**config.mk**
```make
export PLATFORM = sky130hd
export DESIGN_NAME = dma_channel_enable_ack_ctrl
export DESIGN_NICKNAME = d
export VERILOG_FILES = /design/src/dma_ctrl_pkg.sv /design/src/axil_reg_slave.sv /design/src/irq_sticky.sv /design/src/dma_channel_enable_ack_ctrl.sv
export SDC_FILE = /design/constraint.sdc
export NUM_CORES = 1
export LEC_CHECK = 0
export BUFFER_PORTS_ARGS = -buffer_cell sky130_fd_sc_hd__buf_2
export CORE_MARGIN = 1.5
export CORE_UTILIZATION = 35
export DETAILED_ROUTE_END_ITERATION = 7
export SYNTH_ARGS = -nofsm -noshare
export SYNTH_HDL_FRONTEND = slang
export SYNTH_SLANG_ARGS = --single-unit
export TNS_END_PERCENT = 1
```
**constraint.sdc**
```tcl
create_clock -name sys_clk_i -period 6.8 [get_ports sys_clk_i]
set_clock_uncertainty 0.05 [all_clocks]
set_input_delay 1.36 -clock sys_clk_i [delete_from_list [all_inputs] [get_ports sys_clk_i]]
set_output_delay 1.36 -clock sys_clk_i [all_outputs]
set_load 0.02 [all_outputs]
```
**src/dma_ctrl_pkg.sv**
```systemverilog
// Package with register map, field positions and carrier types of the DMA enable control
package dma_ctrl_pkg;

    localparam int ADDR_W = 8;

    localparam logic [ADDR_W-1:0] OFF_CTRL     = 8'h00;
    localparam logic [ADDR_W-1:0] OFF_IRQ_STAT = 8'h04;
    localparam logic [ADDR_W-1:0] OFF_IRQ_CLR  = 8'h08;
    localparam logic [ADDR_W-1:0] OFF_IRQ_EN   = 8'h0C;
    localparam logic [ADDR_W-1:0] OFF_CH1_STAT = 8'h10;

    // Control word: high byte in bits 15:8, low byte in bits 7:0
    localparam int B_FAE1         = 15;
    localparam int B_FAE0         = 14;
    localparam int B_CH1_AUTO     = 11;
    localparam int B_CH0_AUTO     = 9;
    localparam int B_RSVD8        = 8;
    localparam int B_CH1_ME       = 7;
    localparam int B_CH1_TE       = 6;
    localparam int B_CH0_ME       = 5;
    localparam int B_CH0_TE       = 4;
    localparam logic [15:0] CTRL_RST = 16'h0000;

    localparam int IRQ_W        = 3;
    localparam int IRQ_CH0_ACK  = 0;
    localparam int IRQ_CH1_SUSP = 1;
    localparam int IRQ_CH1_END  = 2;
    localparam logic [IRQ_W-1:0] IRQ_RST = 3'h0;

    localparam int B_ST_BUSY  = 0;
    localparam int B_ST_SUSP  = 1;
    localparam int B_ST_ARMED = 2;

    localparam logic [1:0] RESP_OKAY   = 2'h0;
    localparam logic [1:0] RESP_SLVERR = 2'h2;

    typedef struct packed {
        logic              en;
        logic [ADDR_W-1:0] addr;
        logic [31:0]       data;
        logic [3:0]        strb;
    } reg_wr_t;

    typedef struct packed {
        logic              en;
        logic [ADDR_W-1:0] addr;
    } reg_rd_t;

    typedef struct packed {
        logic              aw_full;
        logic              w_full;
        logic [ADDR_W-1:0] awaddr;
        logic [31:0]       wdata;
        logic [3:0]        wstrb;
        logic              bvalid;
        logic [1:0]        bresp;
        logic              rvalid;
        logic [31:0]       rdata;
        logic [1:0]        rresp;
    } axil_state_t;

    typedef struct packed {
        logic [IRQ_W-1:0] stat;
        logic [IRQ_W-1:0] en;
    } irq_state_t;

    typedef enum logic [1:0] {CH1_IDLE, CH1_XFER, CH1_SUSP} ch1_state_t;

    typedef struct packed {
        logic [15:0] ctrl;
        logic        armed;
        ch1_state_t  ch1;
        logic        ch0_clear;
        logic        ch0_irq;
    } main_state_t;

endpackage

```
**src/axil_reg_slave.sv**
```systemverilog
// AXI4-Lite slave that turns bus accesses into register strobes
`timescale 1ns/1ps
`default_nettype none
module axil_reg_slave
    import dma_ctrl_pkg::*;
(
    input  wire logic              sys_clk_i,
    input  wire logic              sys_rst_i,
    input  wire logic [ADDR_W-1:0] s_axi_awaddr_i,
    input  wire logic              s_axi_awvalid_i,
    output logic                   s_axi_awready_o,
    input  wire logic [31:0]       s_axi_wdata_i,
    input  wire logic [3:0]        s_axi_wstrb_i,
    input  wire logic              s_axi_wvalid_i,
    output logic                   s_axi_wready_o,
    output logic [1:0]             s_axi_bresp_o,
    output logic                   s_axi_bvalid_o,
    input  wire logic              s_axi_bready_i,
    input  wire logic [ADDR_W-1:0] s_axi_araddr_i,
    input  wire logic              s_axi_arvalid_i,
    output logic                   s_axi_arready_o,
    output logic [31:0]            s_axi_rdata_o,
    output logic [1:0]             s_axi_rresp_o,
    output logic                   s_axi_rvalid_o,
    input  wire logic              s_axi_rready_i,
    output reg_wr_t                wr_o,
    input  wire logic              wr_err_i,
    output reg_rd_t                rd_o,
    input  wire logic [31:0]       rd_data_i,
    input  wire logic              rd_err_i
);
    axil_state_t r;
    axil_state_t n;

    assign s_axi_awready_o = !r.aw_full;
    assign s_axi_wready_o  = !r.w_full;
    assign s_axi_arready_o = !r.rvalid;
    assign s_axi_bvalid_o  = r.bvalid;
    assign s_axi_bresp_o   = r.bresp;
    assign s_axi_rvalid_o  = r.rvalid;
    assign s_axi_rdata_o   = r.rdata;
    assign s_axi_rresp_o   = r.rresp;

    always_comb begin
        n = r;
        wr_o.en   = r.aw_full && r.w_full && !r.bvalid;
        wr_o.addr = r.awaddr;
        wr_o.data = r.wdata;
        wr_o.strb = r.wstrb;
        rd_o.en   = s_axi_arvalid_i && !r.rvalid;
        rd_o.addr = s_axi_araddr_i;
        if (s_axi_awvalid_i && !r.aw_full) begin
            n.aw_full = 1'b1;
            n.awaddr  = s_axi_awaddr_i;
        end
        if (s_axi_wvalid_i && !r.w_full) begin
            n.w_full = 1'b1;
            n.wdata  = s_axi_wdata_i;
            n.wstrb  = s_axi_wstrb_i;
        end
        if (r.bvalid && s_axi_bready_i) begin
            n.bvalid = 1'b0;
        end
        if (wr_o.en) begin
            n.aw_full = 1'b0;
            n.w_full  = 1'b0;
            n.bvalid  = 1'b1;
            n.bresp   = wr_err_i ? RESP_SLVERR : RESP_OKAY;
        end
        if (r.rvalid && s_axi_rready_i) begin
            n.rvalid = 1'b0;
        end
        if (rd_o.en) begin
            n.rvalid = 1'b1;
            n.rdata  = rd_data_i;
            n.rresp  = rd_err_i ? RESP_SLVERR : RESP_OKAY;
        end
    end

    always_ff @(posedge sys_clk_i or posedge sys_rst_i) begin
        if (sys_rst_i) begin
            r <= '0;
        end else begin
            r <= n;
        end
    end
endmodule
`default_nettype wire

```
**src/irq_sticky.sv**
```systemverilog
// Sticky event status with enable mask and one level interrupt
`timescale 1ns/1ps
`default_nettype none
module irq_sticky
    import dma_ctrl_pkg::*;
(
    input  wire logic             sys_clk_i,
    input  wire logic             sys_rst_i,
    input  wire logic [IRQ_W-1:0] set_i,
    input  wire logic             clr_wr_i,
    input  wire logic             en_wr_i,
    input  wire logic [IRQ_W-1:0] wdata_i,
    output logic      [IRQ_W-1:0] stat_o,
    output logic      [IRQ_W-1:0] en_o,
    output logic                  irq_o
);
    irq_state_t r;
    irq_state_t n;

    assign stat_o = r.stat;
    assign en_o   = r.en;
    assign irq_o  = |(r.stat & r.en);

    always_comb begin
        n = r;
        // Set wins over a clear in the same cycle
        n.stat = (r.stat & ~(clr_wr_i ? wdata_i : IRQ_RST)) | set_i;
        if (en_wr_i) begin
            n.en = wdata_i;
        end
    end

    always_ff @(posedge sys_clk_i or posedge sys_rst_i) begin
        if (sys_rst_i) begin
            r <= '0;
        end else begin
            r <= n;
        end
    end
endmodule
`default_nettype wire

```
**src/dma_channel_enable_ack_ctrl.sv**
```systemverilog
// Channel enable, interrupt acknowledge and NMI suspend control of a two-channel DMA
//
// Summary of operation
// - Ch0 enabled with auto-clear: clear source, block request
// - Ch0 enabled without auto-clear: source stays, request passes
// - Ch0 transfer disabled: request always passes
// - Ch0 master enable has no effect here
// - Reserved bit 8 stores writes; write zero
// - Ch1 moves only with both enables set
// - Burst NMI clears ch1 master enable, halts
// - Setting master enable again resumes transfer
// - Block mode ignores NMI entirely
// - Ch1 master enable: reset, burst NMI, write zero
// - Ch1 master enable set needs prior zero read
// - Sub-channels A and B act as one
//
// Local design decisions: the register offsets and the AXI4-Lite slave port.
`timescale 1ns/1ps
`default_nettype none
module dma_channel_enable_ack_ctrl
    import dma_ctrl_pkg::*;
(
    input  wire logic              sys_clk_i,
    input  wire logic              sys_rst_i,
    input  wire logic [ADDR_W-1:0] s_axi_awaddr_i,
    input  wire logic              s_axi_awvalid_i,
    output logic                   s_axi_awready_o,
    input  wire logic [31:0]       s_axi_wdata_i,
    input  wire logic [3:0]        s_axi_wstrb_i,
    input  wire logic              s_axi_wvalid_i,
    output logic                   s_axi_wready_o,
    output logic [1:0]             s_axi_bresp_o,
    output logic                   s_axi_bvalid_o,
    input  wire logic              s_axi_bready_i,
    input  wire logic [ADDR_W-1:0] s_axi_araddr_i,
    input  wire logic              s_axi_arvalid_i,
    output logic                   s_axi_arready_o,
    output logic [31:0]            s_axi_rdata_o,
    output logic [1:0]             s_axi_rresp_o,
    output logic                   s_axi_rvalid_o,
    input  wire logic              s_axi_rready_i,
    input  wire logic              ch0_src_irq_i,
    input  wire logic              ch0_xfer_ack_i,
    output logic                   ch0_src_clear_o,
    output logic                   ch0_irq_req_o,
    input  wire logic              ch1_req_i,
    input  wire logic              ch1_burst_mode_i,
    input  wire logic              ch1_xfer_end_i,
    input  wire logic              nmi_i,
    output logic                   ch1_xfer_en_o,
    output logic                   ch1_bus_req_o,
    output logic                   irq_o
);
    main_state_t      r;
    main_state_t      n;
    reg_wr_t          wr;
    reg_rd_t          rd;
    logic [31:0]      rd_data;
    logic             rd_err;
    logic             wr_err;
    logic [IRQ_W-1:0] irq_set;
    logic [IRQ_W-1:0] irq_stat;
    logic [IRQ_W-1:0] irq_en;
    logic             ch0_auto;
    logic             ch1_en;
    logic             nmi_burst;
    logic             ctrl_wr;
    logic             ctrl_lo_wr;
    logic             irq_clr_wr;
    logic             irq_en_wr;

    axil_reg_slave u_bus (
        .sys_clk_i       (sys_clk_i),
        .sys_rst_i       (sys_rst_i),
        .s_axi_awaddr_i  (s_axi_awaddr_i),
        .s_axi_awvalid_i (s_axi_awvalid_i),
        .s_axi_awready_o (s_axi_awready_o),
        .s_axi_wdata_i   (s_axi_wdata_i),
        .s_axi_wstrb_i   (s_axi_wstrb_i),
        .s_axi_wvalid_i  (s_axi_wvalid_i),
        .s_axi_wready_o  (s_axi_wready_o),
        .s_axi_bresp_o   (s_axi_bresp_o),
        .s_axi_bvalid_o  (s_axi_bvalid_o),
        .s_axi_bready_i  (s_axi_bready_i),
        .s_axi_araddr_i  (s_axi_araddr_i),
        .s_axi_arvalid_i (s_axi_arvalid_i),
        .s_axi_arready_o (s_axi_arready_o),
        .s_axi_rdata_o   (s_axi_rdata_o),
        .s_axi_rresp_o   (s_axi_rresp_o),
        .s_axi_rvalid_o  (s_axi_rvalid_o),
        .s_axi_rready_i  (s_axi_rready_i),
        .wr_o            (wr),
        .wr_err_i        (wr_err),
        .rd_o            (rd),
        .rd_data_i       (rd_data),
        .rd_err_i        (rd_err)
    );

    irq_sticky u_irq (
        .sys_clk_i (sys_clk_i),
        .sys_rst_i (sys_rst_i),
        .set_i     (irq_set),
        .clr_wr_i  (irq_clr_wr),
        .en_wr_i   (irq_en_wr),
        .wdata_i   (wr.data[IRQ_W-1:0]),
        .stat_o    (irq_stat),
        .en_o      (irq_en),
        .irq_o     (irq_o)
    );

    assign ch0_src_clear_o = r.ch0_clear;
    assign ch0_irq_req_o   = r.ch0_irq;
    assign ch1_en          = r.ctrl[B_CH1_ME] && r.ctrl[B_CH1_TE];
    assign ch1_xfer_en_o   = ch1_en;
    assign ch1_bus_req_o   = (r.ch1 == CH1_XFER) && ch1_en;
    assign ch0_auto        = r.ctrl[B_CH0_TE] && r.ctrl[B_CH0_AUTO];
    assign nmi_burst       = nmi_i && ch1_burst_mode_i;
    assign ctrl_wr         = wr.en && wr.addr == OFF_CTRL;
    assign ctrl_lo_wr      = ctrl_wr && wr.strb[0];
    assign irq_clr_wr      = wr.en && wr.addr == OFF_IRQ_CLR;
    assign irq_en_wr       = wr.en && wr.addr == OFF_IRQ_EN;

    // Read decode and unmapped answer
    always_comb begin
        rd_data = 32'h0000_0000;
        rd_err  = 1'b0;
        case (rd.addr)
            OFF_CTRL: begin
                rd_data[15:0] = r.ctrl;
            end
            OFF_IRQ_STAT: begin
                rd_data[IRQ_W-1:0] = irq_stat;
            end
            OFF_IRQ_CLR: begin
                rd_data = 32'h0000_0000;
            end
            OFF_IRQ_EN: begin
                rd_data[IRQ_W-1:0] = irq_en;
            end
            OFF_CH1_STAT: begin
                rd_data[B_ST_BUSY]  = r.ch1 == CH1_XFER;
                rd_data[B_ST_SUSP]  = r.ch1 == CH1_SUSP;
                rd_data[B_ST_ARMED] = r.armed;
            end
            default: begin
                rd_err = 1'b1;
            end
        endcase
    end

    always_comb begin
        case (wr.addr)
            OFF_CTRL, OFF_IRQ_STAT, OFF_IRQ_CLR, OFF_IRQ_EN, OFF_CH1_STAT: begin
                wr_err = 1'b0;
            end
            default: begin
                wr_err = 1'b1;
            end
        endcase
    end

    always_comb begin
        n = r;
        irq_set = IRQ_RST;

        if (ctrl_wr && wr.strb[1]) begin
            n.ctrl[15:8] = wr.data[15:8];
        end
        if (ctrl_lo_wr) begin
            n.ctrl[B_CH1_ME-1:0] = wr.data[B_CH1_ME-1:0];
            if (!wr.data[B_CH1_ME]) begin
                n.ctrl[B_CH1_ME] = 1'b0;
            end else if (r.armed) begin
                n.ctrl[B_CH1_ME] = 1'b1;
            end
            n.armed = 1'b0;
        end

        if (rd.en && rd.addr == OFF_CTRL && !r.ctrl[B_CH1_ME]) begin
            n.armed = 1'b1;
        end

        if (nmi_burst) begin
            n.ctrl[B_CH1_ME] = 1'b0;
        end

        n.ch0_clear = ch0_xfer_ack_i && ch0_auto;
        n.ch0_irq = ch0_src_irq_i && !ch0_auto;
        if (n.ch0_clear) begin
            irq_set[IRQ_CH0_ACK] = 1'b1;
        end

        case (r.ch1)
            CH1_IDLE: begin
                if (ch1_en && ch1_req_i && !nmi_burst) begin
                    n.ch1 = CH1_XFER;
                end
            end

            CH1_XFER: begin
                if (nmi_burst) begin
                    n.ch1 = CH1_SUSP;
                    irq_set[IRQ_CH1_SUSP] = 1'b1;
                end else if (!r.ctrl[B_CH1_TE]) begin
                    n.ch1 = CH1_IDLE;
                end else if (!r.ctrl[B_CH1_ME]) begin
                    n.ch1 = CH1_SUSP;
                end else if (ch1_xfer_end_i) begin
                    n.ch1 = CH1_IDLE;
                    irq_set[IRQ_CH1_END] = 1'b1;
                end
            end

            CH1_SUSP: begin
                if (!r.ctrl[B_CH1_TE]) begin
                    n.ch1 = CH1_IDLE;
                end else if (r.ctrl[B_CH1_ME]) begin
                    n.ch1 = CH1_XFER;
                end
            end

            default: begin
                n.ch1 = CH1_IDLE;
            end
        endcase
    end

    always_ff @(posedge sys_clk_i or posedge sys_rst_i) begin
        if (sys_rst_i) begin
            r.ctrl      <= CTRL_RST;
            r.armed     <= 1'b0;
            r.ch1       <= CH1_IDLE;
            r.ch0_clear <= 1'b0;
            r.ch0_irq   <= 1'b0;
        end else begin
            r <= n;
        end
    end
endmodule
`default_nettype wire

```
==> results.md <==
- Status: finished, final reports clean
- Slew Limit Fails: 0
- Full die area: about 0.011 mm2
- DR pass1 iterations: 6
- PwrDens: ~340 mW/mm2
- Port Buffers: 74
- RSZ-0062 raised after global routing: false
- Worst r2r dst: r[19]
- First-pass GRT wire length: 10,900 um
- Fin cells: roughly 460
- Layout Nets: 391
- Combinational power share: 0.222
- Die W: just over 100 um
- Core Footprint: between 0.009 and 0.01 mm2
- RD Place Congestion: 0.765
- Multi-input gate area: 0.00132 mm2
- Post-synth top area share: 0.539
- Clk sinks: 75
- H-tree depth: 3
- Clk pwr share: 0.291
- CP Launch Type: flop
- Final WL: around 6700 um
- Setup WS pre-CTS: roughly 3.9 ns
- Gate count of the mapped netlist: around 270
- Vias in the first global route: 2,128
- Relative slew slack: 0.353
- Count leader, synth: dfrtp_1
- Utilization after layout: 0.412
- Crit-path leading delay family: flip-flops
- DRT iter0 DRCs: 57
- Register Area: 0.00188 mm2
- Fin worst setup slack: about 4.1 ns
- Chip height: between 100 and 150 um
- Worst reg-to-reg setup slack: about 4.4 ns
- Hold endpoint: u_bus.s_axi_bresp_o[1]
- CTS Buffer Depth: 2
- Sw frac: 0.300
- Switch Pwr: just over 0.0004 W
- DRC Markers: 0
- Critical-path top delay cell: dfrtp_1
- Top-level I/O count: about 110
- Met1 usage in global routing: 0.183
- R2R depth: 3
- Min Clock Period, post-route: 2.74 ns
- EDFF count, synth: 0
- Critical Path AT: 1.33 ns
- WL/cell: about 14 um
- Total track usage: 0.138
- CP startpoint: u_irq.stat_o[1]
- Max Clock Freq: 0.365 GHz
- Rows: 36
- Crit Path Class: flop to output pin
- Largest cells by area after synthesis: dfrtp_1 (54%), mux2_2 (12%), buf_4 (7.8%), mux2_4 (3.4%), a22o_1 (3.3%)
- Internal power: ~0.00095 W
- CTS buffer count: 9
- Crit. End Element: output pin
- Layout filler cell count: 975
- Avg Cell Area, Syn: 12.8 um2
- P_leak: roughly 1.9 nW
- Worst skew pair latency: between 0.3 and 0.4 ns
- Final Hold Fails: 0
- Worst-Margin Slew: about 0.97 ns
- CTS tree: built
- Ant. Diodes: 0
- Initial antenna violation count: 0
- Worst Path Required: 5.39 ns
- DP Wirelength: 4720 um
- GR Layer Usage met2: 0.210
- Worst path max stage delay: roughly 0.40 ns
- Period utilization: 0.403
- Via density per instance: approximately 4.6
- Seq/Total Area, Yosys: 0.539
- Clock transition at the registers of the reported paths: 0.08 ns
- Setup tns final: 0 ns
- Flop pwr share: 0.487
- Root buf cell: clkbuf_8
- Worst Path Buf+Inv: 2
- Area grow syn2layout: 15.1%
- Cell area after synthesis: 0.00348 mm2
- Origin of the worst min-delay path: u_bus.s_axi_bresp_o[1]
- GR Layer Usage met3: 0.0542
- Overflow after GRT: 0
- Layout cell share with drive strength beyond 1: 0.441
- Hold_ws: 0.429 ns
- Most common flop cell mapped by yosys: dfrtp_1
- Starting Density: 0.358
- Yosys warns: 0
- Worst VDD drop: about 0.15 mV
- Min-Delay Path Depth: 2
- Cells after DPL: between 400 and 500
- CTS Hold Bufs: 0
- Post-synth top cells: dfrtp_1 (75), mux2_2 (37), buf_4 (36), a22o_1 (13), clkbuf_1 (10)
- Crit path max fanout: 3
- Routed via count: around 2,200
- Final ANT Viol Nets: 0
- GRT busiest layer: met2
- Largest area contributor in the netlist: dfrtp_1
- Distinct cells, synth: 48
- Max-Cap Viols: 0
- Yosys reg bits: 75
- Post-CTS sizing: 0
- Worst R2R Start: u_bus.s_axi_bvalid_o
- Synth async-reset ratio: 1.00
- Largest net degree at the start of global routing: 76
- Hold WC Path Type: flop to flop
- # Post-CTS Setup Buffers: 0
- Finish-stage setup viols: 0
- Worst-path cell chain: a222oi_1 -> inv_1 -> buf_2
## stage by stage
step | total power (W) | instance area, um2
after floorplan | 0.000899 | 3550
after global routing | 0.00144 | 4010
after CTS | 0.00138 | 4010
final | 0.00135 | 4010
after detailed placement | 0.000977 | 3770
after global placement | 0.000964 | 3770
## metal layers
layer | part of all wire | wire length, um
met4 | 0.0085 | 57
met1 | 0.46 | 3100
met2 | 0.46 | 3060
met3 | 0.072 | 484
met5 | 0 | 0
## flip-flops by register name, summed over array words and instances (netlist names), 2 cells and up
| register | flops |
|---|---|
| u_irq.en_o | 3 |
| u_bus.s_axi_rdata_o | 16 |
| u_irq.stat_o | 3 |
| u_bus.wr_o | 26 |
| r | 19 |
| u_bus.r | 2 |
## power groups by stage
stage	sequential (W)	combinational [W]	clock, W
after CTS	0.000660	0.000308	0.000408
after detailed placement	0.000670	0.000308	0
after floorplan	0.000629	0.000270	0
final	0.000659	0.000301	0.000394
after global routing	0.000681	0.000333	0.000425
after global placement	0.000665	0.000299	0
## worst register-to-register path, stage by stage, from the launching register on
cell and delay [ns]:
dfrtp_1 0.40, nand4bb_1 0.60, nor4_4 0.92, mux2_4 0.35
## layout by cell type (no fill, tap or decap), types with 2 or more instances in the layout
cell type / instances
dfrtp_1: 75
buf_2: 74
mux2_2: 37
conb_1: 18
a22o_1: 13
clkbuf_8: 11
nand2_1: 9
mux2_4: 8
nor2b_1: 7
o21ai_0: 6
inv_1: 6
nand3b_1: 4
o41ai_1: 4
nand2b_1: 3
nor3_1: 3
a21boi_0: 3
or3b_2: 3
o21a_1: 3
nor2_1: 2
nor4_4: 2
nor4_1: 2
nor3b_1: 2
mux2i_1: 2
and3b_1: 2
o2111ai_1: 2
o211ai_1: 2
clkinvlp_4: 2
bufinv_16: 2
## cell families after synthesis
group	after synthesis	synth area share
flops	75	0.539
simple gates	52	0.108
compound gates	41	0.0920
other cells	1	0.00108
mux	47	0.160
buf+inv	55	0.100
## worst max-delay path by stage
stage	end	slack (ns)	cells after the start
final	irq_o	4.06	3
after global routing	irq_o	3.94	3
after CTS	irq_o	4.00	3
after detailed placement	u_bus.wr_o[18]	3.88	3
after global placement	u_bus.wr_o[17]	3.90	3
after floorplan	ch0_irq_req_o	3.48	1
## layout make-up
type,count,area share
clock buffers,11,0.0378
repair buffers,75,0.0943
multi-input cells,158,0.330
well taps,133,0.0415
flip-flops and latches,75,0.468
clock inverters,5,0.0209
inverters,7,0.00687
Power figures use the tool's default switching activity.
